===== src/verilog/dac_decode_defs.svh =====
// constants for the backplane slave decode and strap configuration block
// assumes inclusion by bare name from the package and the top module
`ifndef DAC_DECODE_DEFS_SVH
`define DAC_DECODE_DEFS_SVH

// backplane widths
`define VME_ADDR_W 16
`define VME_AM_W 6
`define VME_DATA_W 16
`define CHAN_COUNT 8
`define CHAN_IDX_W 3

// base compare covers a15..a05; a04..a00 are zero in the base
`define WINDOW_LSB 5
`define BASE_CMP_W 11
`define LOW_SW_W 4
`define HIGH_SW_W 8

// address modifier codes for short i/o
`define AM_SUPERVISORY 6'h2d
`define AM_NONPRIVILEGED 6'h29

// offsets inside the 32-byte window (0060..006e data, 0070 control/status)
`define WIN_OFS_W 5
`define WIN_CSR_OFS 5'h10
`define CSR_START_BIT 0

// avalon slave register byte offsets
`define AVS_ADDR_W 4
`define AVS_STATUS_OFS 4'h0
`define AVS_CONTROL_OFS 4'h4
`define AVS_CYCLES_OFS 4'h8
`define AVS_LASTADDR_OFS 4'hc

// control register fields and reset value
`define CTRL_DECODE_EN_BIT 0
`define CTRL_UPDATE_REQ_BIT 1
`define CTRL_RESET 1'b1

// status register field positions
`define ST_IMMEDIATE_BIT 0
`define ST_PROGRAM_BIT 1
`define ST_EXTERNAL_BIT 2
`define ST_TWOS_BIT 3
`define ST_NONPRIV_BIT 4
`define ST_BUSY_BIT 5
`define ST_BASE_LSB 8

// code conversion: sign bit of a converter word
`define DATA_MSB 15

`endif


===== src/verilog/dac_decode_pkg.sv =====
// types for the backplane slave decode and strap configuration block
// assumes the defs header sits on the include path
`include "dac_decode_defs.svh"

package dac_decode_pkg;

   // backplane pins as seen by the slave, all from outside the clock domain
   typedef struct packed {
      logic [`VME_ADDR_W-1:0] addr;
      logic [`VME_AM_W-1:0] am;
      logic write_n;
      logic as_n;
      logic ds_n;
      logic [`VME_DATA_W-1:0] data;
   } vme_pins_t;

   // straps and base-select switches; a 1 means installed or switch on
   typedef struct packed {
      logic access_privilege_strap;
      logic offset_binary_strap;
      logic twos_complement_strap;
      logic program_update_strap;
      logic external_trigger_strap;
      logic [`HIGH_SW_W-1:0] high_base_select_switches;
      logic [`LOW_SW_W-1:0] low_base_select_switches;
   } config_pins_t;

   // converter output latches, one offset-binary word per channel
   typedef logic [`CHAN_COUNT-1:0][`VME_DATA_W-1:0] dac_bank_t;

   // slave handshake states
   typedef enum logic [1:0] {
      vme_idle,
      vme_decode,
      vme_ack,
      vme_ignore
   } vme_state_t;

endpackage : dac_decode_pkg


===== src/verilog/dac_decode_top.sv =====
// backplane slave select, strap configuration and converter update control
// assumes backplane pins are asynchronous and an avalon master on clock
`include "dac_decode_defs.svh"

module dac_decode_top (
   input wire logic clock,
   input wire logic reset,
   // backplane side
   input wire dac_decode_pkg::vme_pins_t vme_in,
   output logic [15:0] vme_data_out,
   output logic vme_data_oe,
   output logic vme_dtack_n_out,
   output logic vme_dtack_oe,
   // straps, switches and trigger pin
   input wire dac_decode_pkg::config_pins_t config_in,
   input wire logic external_update_trigger_in,
   // converter latches
   output dac_decode_pkg::dac_bank_t dac_code,
   output logic update_strobe,
   // avalon-mm slave
   input wire logic [3:0] avs_address,
   input wire logic avs_read,
   input wire logic avs_write,
   input wire logic [31:0] avs_writedata,
   input wire logic [3:0] avs_byteenable,
   output logic [31:0] avs_readdata,
   output logic avs_waitrequest
);
   import dac_decode_pkg::*;

   vme_pins_t vp;
   config_pins_t cp;
   logic trig_s;

   // every pin group passes two flops before any decode looks at it
   pin_sync #(.WIDTH($bits(vme_pins_t))) u_sync_vme (
      .clock(clock),
      .reset(reset),
      .async_in(vme_in),
      .sync_out(vp)
   );

   pin_sync #(.WIDTH($bits(config_pins_t))) u_sync_cfg (
      .clock(clock),
      .reset(reset),
      .async_in(config_in),
      .sync_out(cp)
   );

   pin_sync #(.WIDTH(1)) u_sync_trig (
      .clock(clock),
      .reset(reset),
      .async_in(external_update_trigger_in),
      .sync_out(trig_s)
   );

   // strap decode into operating modes
   logic mode_program;
   logic mode_external;
   logic mode_twos;
   logic [5:0] am_expected;
   logic [10:0] base_cmp;

   assign mode_program = cp.program_update_strap;
   assign mode_external = cp.program_update_strap & cp.external_trigger_strap;
   // both or neither coding strap installed falls back to offset binary
   assign mode_twos = cp.twos_complement_strap & ~cp.offset_binary_strap;
   assign am_expected = cp.access_privilege_strap ? `AM_NONPRIVILEGED
                                                  : `AM_SUPERVISORY;
   // switch on demands a zero; factory all-on high and 100 low gives 0060
   assign base_cmp = ~{cp.high_base_select_switches,
                       cp.low_base_select_switches[2:0]};

   // backplane state
   vme_state_t vstate_q, vstate_d;
   logic [15:0] vdata_q, vdata_d;
   logic vdata_oe_q, vdata_oe_d;
   logic dtack_oe_q, dtack_oe_d;
   logic [15:0] cycles_q, cycles_d;
   logic [16:0] last_addr_q, last_addr_d;
   logic decode_en_q, decode_en_d;
   dac_bank_t dac_code_q, dac_code_d;
   logic seq_busy_q, seq_busy_d;

   logic hit;
   logic [4:0] win_ofs;
   logic [2:0] chan;
   logic [15:0] coded;
   logic stage_wr;
   logic imm_wr;
   logic csr_start;

   assign win_ofs = vp.addr[`WIN_OFS_W-1:0];
   assign chan = vp.addr[3:1];
   // converter latches always hold offset binary; twos input flips the sign
   assign coded = mode_twos ? {~vp.data[`DATA_MSB], vp.data[14:0]} : vp.data;

   // base, space and modifier must all agree before the board answers
   assign hit = decode_en_q
                & (vp.am == am_expected)
                & (vp.addr[15:`WINDOW_LSB] == base_cmp);

   // slave handshake: decode one cycle after strobes so address has settled
   always_comb begin
      vstate_d = vstate_q;
      vdata_d = vdata_q;
      vdata_oe_d = vdata_oe_q;
      dtack_oe_d = dtack_oe_q;
      cycles_d = cycles_q;
      last_addr_d = last_addr_q;
      stage_wr = 1'b0;
      imm_wr = 1'b0;
      csr_start = 1'b0;
      unique case (vstate_q)
         vme_idle: begin
            if (!vp.as_n && !vp.ds_n) begin
               vstate_d = vme_decode;
            end
         end
         vme_decode: begin
            if (vp.as_n || vp.ds_n) begin
               vstate_d = vme_idle;
            end else if (hit) begin
               vstate_d = vme_ack;
               dtack_oe_d = 1'b1;
               cycles_d = cycles_q + 16'h0001;
               last_addr_d = {~vp.write_n, vp.addr};
               if (!vp.write_n) begin
                  if (!win_ofs[4]) begin
                     stage_wr = 1'b1;
                     imm_wr = ~mode_program;
                  end else if (win_ofs == `WIN_CSR_OFS) begin
                     csr_start = vp.data[`CSR_START_BIT];
                  end
               end else begin
                  vdata_oe_d = 1'b1;
                  if (!win_ofs[4]) begin
                     vdata_d = mode_twos ? {~dac_code_q[chan][`DATA_MSB],
                                            dac_code_q[chan][14:0]}
                                         : dac_code_q[chan];
                  end else if (win_ofs == `WIN_CSR_OFS) begin
                     vdata_d = {10'h000, seq_busy_q, cp.access_privilege_strap,
                                mode_twos, mode_external, mode_program, ~mode_program};
                  end else begin
                     vdata_d = 16'h0000; // unused window words read zero
                  end
               end
            end else begin
               vstate_d = vme_ignore;
            end
         end
         vme_ack: begin
            // hold acknowledge until the master lifts its data strobe
            if (vp.ds_n) begin
               vstate_d = vme_idle;
               dtack_oe_d = 1'b0;
               vdata_oe_d = 1'b0;
            end
         end
         vme_ignore: begin
            // unselected: stay off the bus for the whole cycle
            if (vp.ds_n || vp.as_n) begin
               vstate_d = vme_idle;
            end
         end
      endcase
   end

   always_ff @(posedge clock) begin
      if (reset) begin
         vstate_q <= vme_idle;
         vdata_q <= 16'h0000;
         vdata_oe_q <= 1'b0;
         dtack_oe_q <= 1'b0;
         cycles_q <= 16'h0000;
         last_addr_q <= 17'h00000;
      end else begin
         vstate_q <= vstate_d;
         vdata_q <= vdata_d;
         vdata_oe_q <= vdata_oe_d;
         dtack_oe_q <= dtack_oe_d;
         cycles_q <= cycles_d;
         last_addr_q <= last_addr_d;
      end
   end

   // update sequencer walks the staging words into the output latches
   logic [2:0] seq_idx_q, seq_idx_d;
   logic seq_load_q, seq_load_d;
   logic [2:0] seq_load_idx_q, seq_load_idx_d;
   logic pend_q, pend_d;
   logic trig_prev_q;
   logic strobe_q, strobe_d;
   logic [15:0] stage_rdata;
   logic sw_update;
   logic trig_rise;

   dac_stage_mem u_stage (
      .clock(clock),
      .reset(reset),
      .write_en(stage_wr),
      .write_addr(chan),
      .write_data(coded),
      .read_addr(seq_idx_q),
      .read_data(stage_rdata)
   );

   assign trig_rise = trig_s & ~trig_prev_q;

   // a start loads all eight channels, one per cycle, under one strobe; an immediate write strobes for its one channel
   always_comb begin
      dac_code_d = dac_code_q;
      seq_busy_d = seq_busy_q;
      seq_idx_d = seq_idx_q;
      seq_load_d = 1'b0;
      seq_load_idx_d = seq_load_idx_q;
      pend_d = pend_q;
      strobe_d = 1'b0;
      if (seq_load_q) begin
         dac_code_d[seq_load_idx_q] = stage_rdata;
         strobe_d = (seq_load_idx_q == 3'h7);
      end
      if (seq_busy_q) begin
         seq_load_d = 1'b1;
         seq_load_idx_d = seq_idx_q;
         seq_idx_d = seq_idx_q + 3'h1;
         seq_busy_d = (seq_idx_q != 3'h7);
      end else if (pend_q) begin
         seq_busy_d = 1'b1;
         seq_idx_d = 3'h0;
         pend_d = 1'b0;
      end
      // a request arriving as the pending flag clears is kept: set wins
      if (mode_external) begin
         pend_d = pend_d | trig_rise;
      end else if (mode_program) begin
         pend_d = pend_d | csr_start | sw_update;
      end
      if (imm_wr) begin
         dac_code_d[chan] = coded;
         strobe_d = 1'b1;
      end
   end

   always_ff @(posedge clock) begin
      if (reset) begin
         dac_code_q <= '0;
         seq_busy_q <= 1'b0;
         seq_idx_q <= 3'h0;
         seq_load_q <= 1'b0;
         seq_load_idx_q <= 3'h0;
         pend_q <= 1'b0;
         trig_prev_q <= 1'b0;
         strobe_q <= 1'b0;
      end else begin
         dac_code_q <= dac_code_d;
         seq_busy_q <= seq_busy_d;
         seq_idx_q <= seq_idx_d;
         seq_load_q <= seq_load_d;
         seq_load_idx_q <= seq_load_idx_d;
         pend_q <= pend_d;
         trig_prev_q <= trig_s;
         strobe_q <= strobe_d;
      end
   end

   // avalon slave: waitrequest drops for one cycle, the answer edge
   logic wait_q, wait_d;
   logic [31:0] rdata_q, rdata_d;
   logic avs_req;
   logic avs_take;

   assign avs_req = avs_read | avs_write;
   assign avs_take = avs_req & ~wait_q;
   assign sw_update = avs_take & avs_write & (avs_address == `AVS_CONTROL_OFS)
                      & avs_byteenable[0] & avs_writedata[`CTRL_UPDATE_REQ_BIT];

   always_comb begin
      wait_d = 1'b1;
      rdata_d = rdata_q;
      decode_en_d = decode_en_q;
      if (avs_req && wait_q) begin
         wait_d = 1'b0;
         rdata_d = 32'h00000000; // unmapped offsets read zero
         unique case (avs_address)
            `AVS_STATUS_OFS: begin
               rdata_d[`ST_IMMEDIATE_BIT] = ~mode_program;
               rdata_d[`ST_PROGRAM_BIT] = mode_program;
               rdata_d[`ST_EXTERNAL_BIT] = mode_external;
               rdata_d[`ST_TWOS_BIT] = mode_twos;
               rdata_d[`ST_NONPRIV_BIT] = cp.access_privilege_strap;
               rdata_d[`ST_BUSY_BIT] = seq_busy_q | pend_q;
               rdata_d[`ST_BASE_LSB +: `BASE_CMP_W] = base_cmp;
            end
            `AVS_CONTROL_OFS: begin
               rdata_d[`CTRL_DECODE_EN_BIT] = decode_en_q;
            end
            `AVS_CYCLES_OFS: begin
               rdata_d[15:0] = cycles_q;
            end
            `AVS_LASTADDR_OFS: begin
               rdata_d[16:0] = last_addr_q;
            end
            default: begin
               rdata_d = 32'h00000000;
            end
         endcase
      end
      // write takes effect on the edge that sees waitrequest low
      if (avs_take && avs_write && (avs_address == `AVS_CONTROL_OFS)
          && avs_byteenable[0]) begin
         decode_en_d = avs_writedata[`CTRL_DECODE_EN_BIT];
      end
   end

   always_ff @(posedge clock) begin
      if (reset) begin
         wait_q <= 1'b1;
         rdata_q <= 32'h00000000;
         decode_en_q <= `CTRL_RESET;
      end else begin
         wait_q <= wait_d;
         rdata_q <= rdata_d;
         decode_en_q <= decode_en_d;
      end
   end

   // outputs straight from flops except the dtack level, tied low; dtack is open drain, low when enabled
   assign vme_data_out = vdata_q;
   assign vme_data_oe = vdata_oe_q;
   assign vme_dtack_n_out = 1'b0;
   assign vme_dtack_oe = dtack_oe_q;
   assign dac_code = dac_code_q;
   assign update_strobe = strobe_q;
   assign avs_readdata = rdata_q;
   assign avs_waitrequest = wait_q;

endmodule : dac_decode_top


===== src/verilog/pin_sync.sv =====
// two-flop synchroniser for a group of pins
// assumes the group is quasi-static or qualified later by a strobe
module pin_sync #(
   parameter int WIDTH = 1
) (
   input wire logic clock,
   input wire logic reset,
   input wire logic [WIDTH-1:0] async_in,
   output logic [WIDTH-1:0] sync_out
);

   logic [WIDTH-1:0] meta_q;
   logic [WIDTH-1:0] sync_q;

   // first stage feeds only the second stage
   always_ff @(posedge clock) begin
      if (reset) begin
         meta_q <= '0;
         sync_q <= '0;
      end else begin
         meta_q <= async_in;
         sync_q <= meta_q;
      end
   end

   assign sync_out = sync_q;

endmodule : pin_sync


===== src/verilog/dac_stage_mem.sv =====
// staging words for delayed update, one per converter channel
// assumes one writer and one reader; read data registered
module dac_stage_mem (
   input wire logic clock,
   input wire logic reset,
   input wire logic write_en,
   input wire logic [2:0] write_addr,
   input wire logic [15:0] write_data,
   input wire logic [2:0] read_addr,
   output logic [15:0] read_data
);

   logic [15:0] mem_q [0:7];
   logic [15:0] read_data_q;

   // array carries no reset; contents are defined by the first write
   always_ff @(posedge clock) begin
      if (write_en) begin
         mem_q[write_addr] <= write_data;
      end
   end

   // registered read, a same-cycle write is seen one cycle later
   always_ff @(posedge clock) begin
      if (reset) begin
         read_data_q <= 16'h0000;
      end else begin
         read_data_q <= mem_q[read_addr];
      end
   end

   assign read_data = read_data_q;

endmodule : dac_stage_mem


===== config.mk =====
export PLATFORM = sky130hd
export DESIGN_NAME = dac_decode_top
export DESIGN_NICKNAME = d
export VERILOG_FILES = /design/src/verilog/dac_decode_pkg.sv /design/src/verilog/dac_decode_top.sv /design/src/verilog/pin_sync.sv /design/src/verilog/dac_stage_mem.sv
export VERILOG_INCLUDE_DIRS = /design/src /design/src/verilog
export SDC_FILE = /design/constraint.sdc
export NUM_CORES = 1
export LEC_CHECK = 0
export BUFFER_PORTS_ARGS = -buffer_cell sky130_fd_sc_hd__buf_4
export CORE_ASPECT_RATIO = 0.9
export CORE_MARGIN = 4
export CORE_UTILIZATION = 52
export DETAILED_ROUTE_END_ITERATION = 7
export GPL_TIMING_DRIVEN = 0
export PLACE_DENSITY = 0.76
export SETUP_SLACK_MARGIN = 0.1
export SYNTH_ARGS = -nofsm -noshare
export SYNTH_HDL_FRONTEND = slang
export SYNTH_SLANG_ARGS = --single-unit

===== constraint.sdc =====
create_clock -name clock -period 4 [get_ports clock]
set_clock_uncertainty 0.15 [all_clocks]
set_input_delay 0.4 -clock clock [delete_from_list [all_inputs] [get_ports clock]]
set_output_delay 0.4 -clock clock [all_outputs]
set_load 0.05 [all_outputs]

==> results by group, run 1 <==
CTS
  • Root Driver: clkbuf_16
  • CTS buffer count: 47
  • CTS H-tree depth: 2
  • CTS Sinks: 473
  • Worst-path clk slew: 0.07 ns
  • Clock buffer depth: 3
  • Clk_lat worst skew: 0.60 ns
  • CTS tree: built

Drt
  • Post-DR vias/cell: 5.88
  • Final WL: 64.6 mm
  • Starting DRT DRC Count: 1,884
  • DRC viols: 0
  • Per-cell routed wire length: 24.8 microns
  • Final ANT Viol Nets: 0
  • First-pass detailed-route iteration total: 5
  • Via count: 15,300

Worst setup path
  • Critical-path cell list: xor2_1 > nand4_1 > or4b_2 > or2_1 > clkbuf_1 > nor4_2 > buf_4
  • Crit Reg-Reg Startpoint: u_sync_cfg.sync_out[16]
  • Max stage delay on crit path: 0.79 ns
  • Top Family by Delay on Critical Path: simple AND/OR/NAND/NOR gates
  • Stages on the worst setup path: 7
  • Reg2reg path depth: 7
  • R2R Setup Slk: 0.25 ns
  • Crit Path Class: reg2reg
  • Worst-path fanout max: 8
  • Setup crit start kind: register
  • WP buf/inv: 2
  • CP required: 4.13 ns
  • Reg2reg end: u_stage.mem_q[2][11]
  • CP Capture Type: register
  • Worst EP arrival: 3.88 ns
  • Slowest CP cell: or4b_2

Timing
  • Min Clock Period, post-route: 3.75 ns
  • Fin. max-slew vios: 0
  • Relative slew slack: 10.2%
  • Setup violators final: 0
  • Highest Clock Rate: 266 MHz
  • Least-Margin Pin Slew: 1.33 ns
  • Final period util: 93.8%
  • RSZ-0062 raised after global routing: yes
  • Final Hold Fails: 0

Power and ir drop
  • PwrDens: 402 nW/um^2
  • Static leakage: 10.4 nW
  • Total power: 9.95 mW
  • Max VDD drop: 0.385 mV

Min path
  • Worst Min Path Start: avs_write
  • Hold Path Depth: 3
  • Hold worst-path end: decode_en_q
  • Worst hold path class: in2reg

Synthesis
  • Compound-Gate Fraction of Synth Area: 4.71%
  • Post-synthesis cell count: 1,717
  • Largest family of logic cells by synthesized area: multiplexers
  • Post-synthesis sequential area ratio: 53.9%
  • Unique masters post-synth: 67
  • Synth warn: 0
  • FFs w/ async S/R, synth: 0%
  • Post-synthesis xor/xnor area fraction: 0.659%
  • Top FF cell, synth: dfxtp_1
  • Multiplexer area fraction after synthesis: 21.2%
  • Area of the mapped netlist: 20,000 sq um
  • Number of enable flip-flop cells after synthesis: 128
  • Simple-gate portion of the synthesized area: 15.6%
  • Avg Inst Size Synth: 11.6 sq um
  • Synth Area in Adders: 0.188%
  • Register bit total from synthesis: 473

Die
  • Io pins: 284
  • Total Die Area: 41,600 sq um
  • Die X: 214 microns
  • Starting Density: 53.1%
  • Core Area: 37,600 sq um
  • FP Rows: 67
  • Die Ht: 194 microns

Place
  • Post-DP HPWL: 46.0 mm
  • Placed cell areas: 22,500 sq um
  • Placed cells: 2,459
  • RD Place Congestion: 0.993
  • IO Port Bufs: 234

Status
  • Status: completed

Flow run
  • Max Cap Viol: 0

Global routing
  • Global route total overflow: 0
  • Initial antenna violation count: 0
  • Vias in the first global route: 15,000
  • GRT Total Usage: 29.9%
  • Pin count of the biggest net entering global routing: 20
  • First-pass GRT wire length: 95.2 mm

Cells and area
  • Final instance area: 24,700 sq um
  • Finished Layout Cells: 2,605
  • Nets@finish: 2,189
  • Share of cells above drive strength 1: 27.8%
  • Area delta synth->final: 23.9%
  • Commonest non-fill, non-tap cell in the layout: dfxtp_1
  • Leading cell types in the layout, fill and taps excluded: dfxtp_1, mux2i_1, buf_4, nor2b_1, edfxtp_1
-- cell type report --
class / count / area [sq um]
well taps: 483 / 604
flip-flops and latches: 473 / 10800
inverters: 9 / 33.8
diodes: 1 / 2.50
multi-input cells: 1089 / 8590
repair buffers: 305 / 2450
fillers: 2777 / 12800
clock inverters: 27 / 287
clock buffers: 60 / 1290
plain buffers: 158 / 708
-- repair_timing --
item,in CTS,in global routing
hold buffers,59,0
pin swaps,0,0
endpoints found under the hold margin,59,0
setup endpoints to repair,64,14
buffers inserted,0,0
resized for setup,7,1
-- kinds of logic (layout without fill, tap and decap cells) --
logic type / count (synthesis) / in the layout
adders and majority gates: 3 / 3
DFF: 473 / 473
other: 1 / 15
xor gates and xnor gates: 15 / 15
and+or+nand+nor: 550 / 550
AOI/OAI and AO/OA: 143 / 143
muxes: 364 / 364
buffers and inverters: 168 / 559
-- how the worst max path moves through the flow --
stage	endpoint	start
floorplan	u_stage.mem_q[1][0]	u_sync_cfg.sync_out[11]
global placement	u_stage.mem_q[6][11]	u_sync_vme.sync_out[28]
detailed placement	u_stage.mem_q[4][11]	u_sync_vme.sync_out[28]
CTS	u_stage.mem_q[3][11]	u_sync_cfg.sync_out[11]
global route	u_stage.mem_q[2][11]	u_sync_cfg.sync_out[16]
finish	u_stage.mem_q[2][11]	u_sync_cfg.sync_out[16]
-- per-layer routing --
layer,global-route usage [%],vias up,part of all wire (%)
li1,-,6758,-
met1,41.0,7524,41
met2,47.3,851,45
met3,6.20,173,9.9
met4,11.1,0,4.1
met5,0,-,0
-- flip-flops by register name (all words and copies together) (netlist names), 2 cells and up --
| name | flops |
|---|---|
| last_addr_q | 17 |
| u_sync_vme.meta_q | 41 |
| vstate_q | 2 |
| avs_readdata | 19 |
| u_sync_cfg.sync_out | 16 |
| u_sync_cfg.meta_q | 16 |
| seq_load_idx_q | 3 |
| u_stage.mem_q | 128 |
| u_sync_vme.sync_out | 41 |
| cycles_q | 16 |
| u_stage.read_data | 16 |
| dac_code | 128 |
| seq_idx_q | 3 |
| vme_data_out | 16 |
-- where the power goes --
part	leakage (nW)	internal (mW)	switching [mW]	total, mW
logic	5.45	0.178	0.292	0.469
registers	4.22	4.97	0.0460	5.01
clock network	0.756	2.51	1.96	4.47
-- cell usage after synthesis (4+ instances only) --
| cell | count | area share (%) |
|---|---|---|
| nor2_1 | 87 | 1.6 |
| a221oi_1 | 15 | 0.66 |
| nand2_1 | 77 | 1.4 |
| mux2_1 | 6 | 0.34 |
| xor2_1 | 12 | 0.53 |
| nand4b_1 | 5 | 0.22 |
| mux2i_1 | 275 | 14 |
| a31oi_1 | 9 | 0.28 |
| nor4_1 | 11 | 0.34 |
| nand4_1 | 11 | 0.34 |
| clkbuf_1 | 92 | 1.7 |
| nor2b_1 | 140 | 4.4 |
| nand2b_1 | 25 | 0.78 |
| nor3b_1 | 7 | 0.26 |
| mux2_2 | 40 | 2.3 |
| or2_2 | 126 | 4.0 |
| nor3_1 | 15 | 0.38 |
| dfxtp_1 | 345 | 35 |
| buf_2 | 16 | 0.40 |
| mux4_2 | 43 | 4.9 |
| o22ai_1 | 4 | 0.13 |
| a22oi_1 | 26 | 0.98 |
| buf_1 | 30 | 0.56 |
| buf_4 | 19 | 0.71 |
| nand3_1 | 18 | 0.45 |
| a21oi_1 | 36 | 0.90 |
| inv_1 | 9 | 0.17 |
| o21ai_0 | 24 | 0.60 |
| o21bai_1 | 8 | 0.30 |
| edfxtp_1 | 128 | 19 |
-- through the flow --
step	worst slack, ns	setup TNS [ns]	hold slack [ns]	utilization [%]
2_1_floorplan	-0.0996	-5.78	0.264	-
3_3_place_gp	-1.76	-221.02	0.273	59.5
3_5_place_dp	-0.743	-38.77	0.272	59.9
4_1_cts	0.241	0	0.0552	65.8
5_1_grt	0.0967	0	0.0732	65.8
6_report	0.248	0	0.0802	65.8
-- worst reg2reg max path, stage by stage, from the launching register on --
cell      delay (ns)
dfxtp_1         0.50
xor2_1          0.17
nand4_1         0.29
or4b_2          0.79
or2_1           0.25
clkbuf_1        0.33
nor4_2          0.65
buf_4           0.30
Power figures use the tool's default switching activity.
==> run 2, diff against run 1 <==
Settings changed: CELL_PAD_IN_SITES_DETAIL_PLACEMENT from default to 0, CELL_PAD_IN_SITES_GLOBAL_PLACEMENT from default to 2, CORE_UTILIZATION 52 to 34, PLACE_DENSITY 0.76 to default, PLACE_DENSITY_LB_ADDON from default to 0.1.
==> results by group, run 2 (synthesis gave the netlist of run 1 again) <==
Status
  • Status: completed

Die
  • Starting Density: 34.7% (-18 points)
  • Total Die Area: 62,600 sq um (+51%)
  • FP Rows: 83 (+24%)
  • Io pins: 284 (unchanged)
  • Die Ht: 238 microns (+23%)
  • Core Area: 57,500 sq um (+53%)
  • Die X: 263 microns (+23%)

Worst setup path
  • R2R Setup Slk: 0.20 ns (-0.04 ns)
  • Worst EP arrival: 3.95 ns (+0.07 ns)
  • Max stage delay on crit path: 0.60 ns (-0.19 ns)
  • Worst-path fanout max: 10 (+2)
  • Critical-path cell list: clkbuf_1 > clkbuf_2 > clkdlybuf4s15_2 > buf_2 > nand2_1 > nor3_4 > buf_6
  • CP Capture Type: register
  • CP required: 4.15 ns (+0.02 ns)
  • WP buf/inv: 5 (+3)
  • Setup crit start kind: register
  • Slowest CP cell: clkdlybuf4s15_2
  • Top Family by Delay on Critical Path: buffers and inverters
  • Crit Path Class: reg2reg

Global routing
  • Global route total overflow: 0 (unchanged)
  • Initial antenna violation count: 1 (+1)
  • GRT Total Usage: 23.1% (-6.8 points)
  • M1 GR Usage: 33.8% (-7.2 points)
  • First-pass GRT wire length: 106 mm (+11%)
  • M3 GR Usage: 3.47% (-2.7 points)
  • Top Usage Layer GRT: met2
  • Vias in the first global route: 14,600 (-2.3%)
  • Pin count of the biggest net entering global routing: 15 (-25%)
  • GR Util met2: 35.6% (-12 points)

Drt
  • Starting DRT DRC Count: 1,192 (-37%)
  • DRC viols: 0 (unchanged)
  • Per-cell routed wire length: 25.4 microns (+2.5%)
  • Via count: 14,800 (-3.5%)
  • Post-DR vias/cell: 5.06 (-14%)
  • Final ANT Viol Nets: 0 (unchanged)
  • First-pass detailed-route iteration total: 5 (unchanged)
  • Final WL: 74.1 mm (+15%)

CTS
  • CTS Sinks: 473 (unchanged)
  • Clock buffer depth: 3 (unchanged)
  • CTS buffer count: 52 (+11%)
  • CTS H-tree depth: 2 (unchanged)
  • Root Driver: clkbuf_16
  • Worst-path clk slew: 0.07 ns (about the same)
  • CTS tree: built
  • Clk_lat worst skew: 0.61 ns (about the same)

Power and ir drop
  • Static leakage: 10.7 nW (+2.5%)
  • Max VDD drop: 0.318 mV (-17%)
  • PwrDens: 414 nW/um^2 (+2.8%)
  • Total power: 10.5 mW (+6.0%)

Cells and area
  • Commonest non-fill, non-tap cell in the layout: dfxtp_1
  • Share of cells above drive strength 1: 29.0% (+1.3 points)
  • Area delta synth->final: 27.7%
  • Nets@finish: 2,214 (+1.1%)
  • Leading cell types in the layout, fill and taps excluded: dfxtp_1, buf_4, mux2i_1, nor2b_1, edfxtp_1
  • Finished Layout Cells: 2,917 (+12%)

Timing
  • Hold Worst Slack: 0.0911 ns (+0.0110 ns)
  • Fin. max-slew vios: 0 (unchanged)
  • RSZ-0062 raised after global routing: no
  • Final period util: 94.9% (+1.1 points)
  • Highest Clock Rate: 263 MHz (-1.2%)
  • Relative slew slack: 18.0% (+7.8 points)
  • Final Hold Fails: 0 (unchanged)
  • Least-Margin Pin Slew: 1.23 ns (-0.0980 ns)
  • Setup violators final: 0 (unchanged)
  • Min Clock Period, post-route: 3.80 ns (+0.0450 ns)

Flow run
  • Max Cap Viol: 0 (unchanged)

Min path
  • Worst hold path class: in2reg

Place
  • Placed cells: 2,741 (+11%)
  • Post-DP HPWL: 53.9 mm (+17%)
  • IO Port Bufs: 234 (unchanged)
  • RD Place Congestion: 0.888 (-11%)
==> run 2: per-stage QoR <==
stage | area, sq um | setup WS [ns] | util (%) | setup TNS (ns)
floorplan | 20000 | -0.0996 | - | -5.78
global placement | 22700 | -2.30 | 39.5 | -276.80
detailed placement | 22900 | -0.870 | 39.7 | -49.68
CTS | 25300 | -0.0209 | 43.9 | -0.270
global route | 25500 | 0.0453 | 44.3 | 0
finish | 25500 | 0.203 | 44.3 | 0
==> run 2: worst min-delay path: stages <==
cell and delay, ns:
buf_4 0.08, or2_2 0.13, nor4_1 0.05, a21oi_1 0.11, nor2_1 0.04
==> run 2: cell type report <==
cell class / instances / area [sq um]
fillers: 5559 / 32100
flip-flops and latches: 473 / 10800
multi-input cells: 1089 / 8620
repair buffers: 324 / 2590
clock buffers: 73 / 1530
well taps: 765 / 957
plain buffers: 159 / 713
clock inverters: 22 / 269
inverters: 9 / 33.8
diodes: 3 / 7.51
==> run 2: timing repair <==
item	4_1_cts	5_1_grt
hold endpoints to repair	59	0
pin swaps	0	5
resized for setup	6	7
setup endpoints to repair	120	122
setup buffers	0	18
hold buffers	59	0
==> run 2: worst paths after layout <==
| path | from | end | depth (start not counted) |
|---|---|---|---|
| min reg2reg | u_sync_cfg.meta_q[6] | u_sync_cfg.sync_out[6] | 1 |
| min | avs_address[0] | avs_readdata[18] | 5 |
| max | u_sync_vme.sync_out[28] | u_stage.mem_q[7][7] | 7 |
| max reg2reg | u_sync_vme.sync_out[28] | u_stage.mem_q[7][7] | 7 |
==> run 2: where the power goes <==
group | internal (mW) | leakage (nW) | total (mW) | switching [mW]
Combinational | 0.178 | 5.55 | 0.482 | 0.304
Clock | 3.00 | 0.904 | 5.04 | 2.04
Sequential | 4.97 | 4.22 | 5.02 | 0.0478
==> run 2: per-layer routing <==
| metal | wire length, microns | part of all wire [%] | vias to the layer above |
|---|---|---|---|
| li1 | - | - | 6814 |
| met1 | 34800 | 47 | 7431 |
| met2 | 33300 | 45 | 425 |
| met3 | 4030 | 5.4 | 94 |
| met4 | 1930 | 2.6 | 0 |
| met5 | 0 | 0 | - |
==> run 3, diff against run 2 <==
Settings changed: REMOVE_ABC_BUFFERS from default to 1.
==> results by group, run 3 (synthesis gave the netlist of run 1 again) <==
Power and ir drop
  • PwrDens: 413 nW/um^2 (-0.26%)
  • Static leakage: 10.5 nW (-1.2%)
  • Max VDD drop: 0.326 mV (+2.5%)
  • Total power: 10.5 mW (-0.85%)

Die
  • Die X: 263 microns (unchanged)
  • Die Ht: 238 microns (unchanged)
  • FP Rows: 83 (unchanged)
  • Starting Density: 34.7% (unchanged)
  • Io pins: 284 (unchanged)
  • Total Die Area: 62,600 sq um (unchanged)
  • Core Area: 57,500 sq um (unchanged)

Flow run
  • Max Cap Viol: 0 (unchanged)

Worst setup path
  • Most used cell, CP: buf_4
  • CP Capture Type: register
  • Setup crit start kind: register
  • WP buf/inv: 2 (-3)
  • Critical-path cell list: xor2_1 > nand4_1 > buf_4 > or4b_2 > or2_1 > nor4_4 > buf_4
  • CP required: 4.16 ns (about the same)
  • Top Family by Delay on Critical Path: simple AND/OR/NAND/NOR gates
  • Worst EP arrival: 3.78 ns (-0.17 ns)
  • Max stage delay on crit path: 0.74 ns (+0.14 ns)
  • Worst-path fanout max: 8 (-2)
  • Crit Path Class: reg2reg
  • Slowest CP cell: or4b_2

CTS
  • Worst-path clk slew: 0.06 ns (about the same)
  • Clock buffer depth: 3 (unchanged)
  • Clk_lat worst skew: 0.61 ns (about the same)
  • CTS buffer count: 52 (unchanged)
  • Root Driver: clkbuf_16
  • CTS tree: built
  • CTS Sinks: 473 (unchanged)
  • CTS H-tree depth: 2 (unchanged)

Status
  • Status: completed

Place
  • Placed cell areas: 22,800 sq um (-0.24%)
  • Post-DP HPWL: 44.7 mm (-17%)
  • IO Port Bufs: 235 (+0.43%)
  • RD Place Congestion: 0.767 (-14%)
  • Pre-CTS setup slack: -0.178 ns (+0.692 ns)

Timing
  • RSZ-0062 raised after global routing: no
  • Least-Margin Pin Slew: 1.36 ns (+0.125 ns)
  • Final worst slack: 0.372 ns (+0.169 ns)
  • Min Clock Period, post-route: 3.63 ns (-0.169 ns)
  • Final period util: 90.7% (-4.2 points)
  • Relative slew slack: 9.50% (-8.5 points)
  • Final Hold Fails: 0 (unchanged)
  • Setup violators final: 0 (unchanged)
  • Setup tns final: 0 ns (unchanged)
  • Fin. max-slew vios: 0 (unchanged)
  • Hold Worst Slack: 0.0607 ns (-0.0304 ns)
  • Highest Clock Rate: 276 MHz (+4.7%)

Drt
  • Post-DR vias/cell: 5.01 (-1.0%)
  • Final ANT Viol Nets: 0 (unchanged)
  • DRC viols: 0 (unchanged)
  • Via count: 13,900 (-5.8%)
  • Final WL: 64.9 mm (-12%)
  • Per-cell routed wire length: 23.4 microns (-8.0%)
  • Starting DRT DRC Count: 932 (-22%)
  • First-pass detailed-route iteration total: 5 (unchanged)

Global routing
  • GRT Total Usage: 20.2% (-2.8 points)
  • Vias in the first global route: 13,700 (-6.2%)
  • Pin count of the biggest net entering global routing: 109 (+94)
  • Global route total overflow: 0 (unchanged)
  • First-pass GRT wire length: 95.5 mm (-9.8%)
  • Initial antenna violation count: 0 (-1)

Cells and area
  • Commonest non-fill, non-tap cell in the layout: dfxtp_1
  • Nets@finish: 2,073 (-6.4%)
  • Leading cell types in the layout, fill and taps excluded: dfxtp_1, mux2i_1, buf_4, nor2b_1, edfxtp_1
  • Final instance area: 25,300 sq um (-0.59%)
  • Area delta synth->final: 26.9%
  • Share of cells above drive strength 1: 30.5% (+1.4 points)

Min path
  • Worst hold path class: in2reg
run 3: cell count changes in the layout (fill, tap and decap cells not counted), moves of 5 or more:
cell / before / now
clkbuf_1: 98 / 9
buf_4: 279 / 247
buf_1: 29 / 0
buf_2: 17 / 0
buf_8: 0 / 16
buf_16: 0 / 8
clkinv_2: 14 / 9
dfxtp_1: 345 / 340
run 3: timing repair:
action                                 4_1_cts  5_1_grt
setup endpoints to repair                  119       70
pin swaps                                    1        1
gates resized for setup                      9        1
hold buffers                                59        0
buffers inserted                             2        2
endpoints found under the hold margin       59        0
run 3: where the power goes:
part,internal [mW],switching (mW)
Combinational,0.173,0.253
Sequential,4.97,0.0507
Clock,2.96,2.05
Total,8.10,2.35
run 3: cell type report:
| cell class | instances | area, sq um |
|---|---|---|
| clock inverter | 27 | 305 |
| antenna | 1 | 2.50 |
| fill | 5443 | 32200 |
| inverter | 9 | 33.8 |
| sequential | 473 | 10800 |
| clock buffer | 71 | 1500 |
| timing repair buffer | 342 | 3080 |
| multi-input combinational | 1089 | 8690 |
| tap | 765 | 957 |
run 3: path summary, 6_finish.rpt:
path / to / slack (ns) / cells after the start / startpoint
min: u_sync_vme.meta_q[23] / 0.06 / 2 / reset
max: u_stage.mem_q[3][2] / 0.37 / 7 / u_sync_cfg.sync_out[1]
max reg2reg: u_stage.mem_q[3][2] / 0.37 / 7 / u_sync_cfg.sync_out[1]
min reg2reg: u_sync_vme.sync_out[7] / 0.28 / 1 / u_sync_vme.meta_q[7]
run 3: metrics by stage:
stage                     cells  utilization [%]
after floorplan            1571                -
after global placement     2571             38.3
after detailed placement   2615             39.6
after CTS                  2774             44.0
after global routing       2776             44.0
final                      2777             44.0
run 3: per-layer routing:
| metal | GRT usage (%) | vias to the layer above | wire length (microns) |
|---|---|---|---|
| met1 | 29.3 | 6985 | 30900 |
| met5 | 0 | - | 0 |
| met3 | 3.23 | 75 | 2980 |
| li1 | - | 6544 | - |
| met4 | 5.34 | 0 | 1400 |
| met2 | 31.6 | 305 | 29700 |
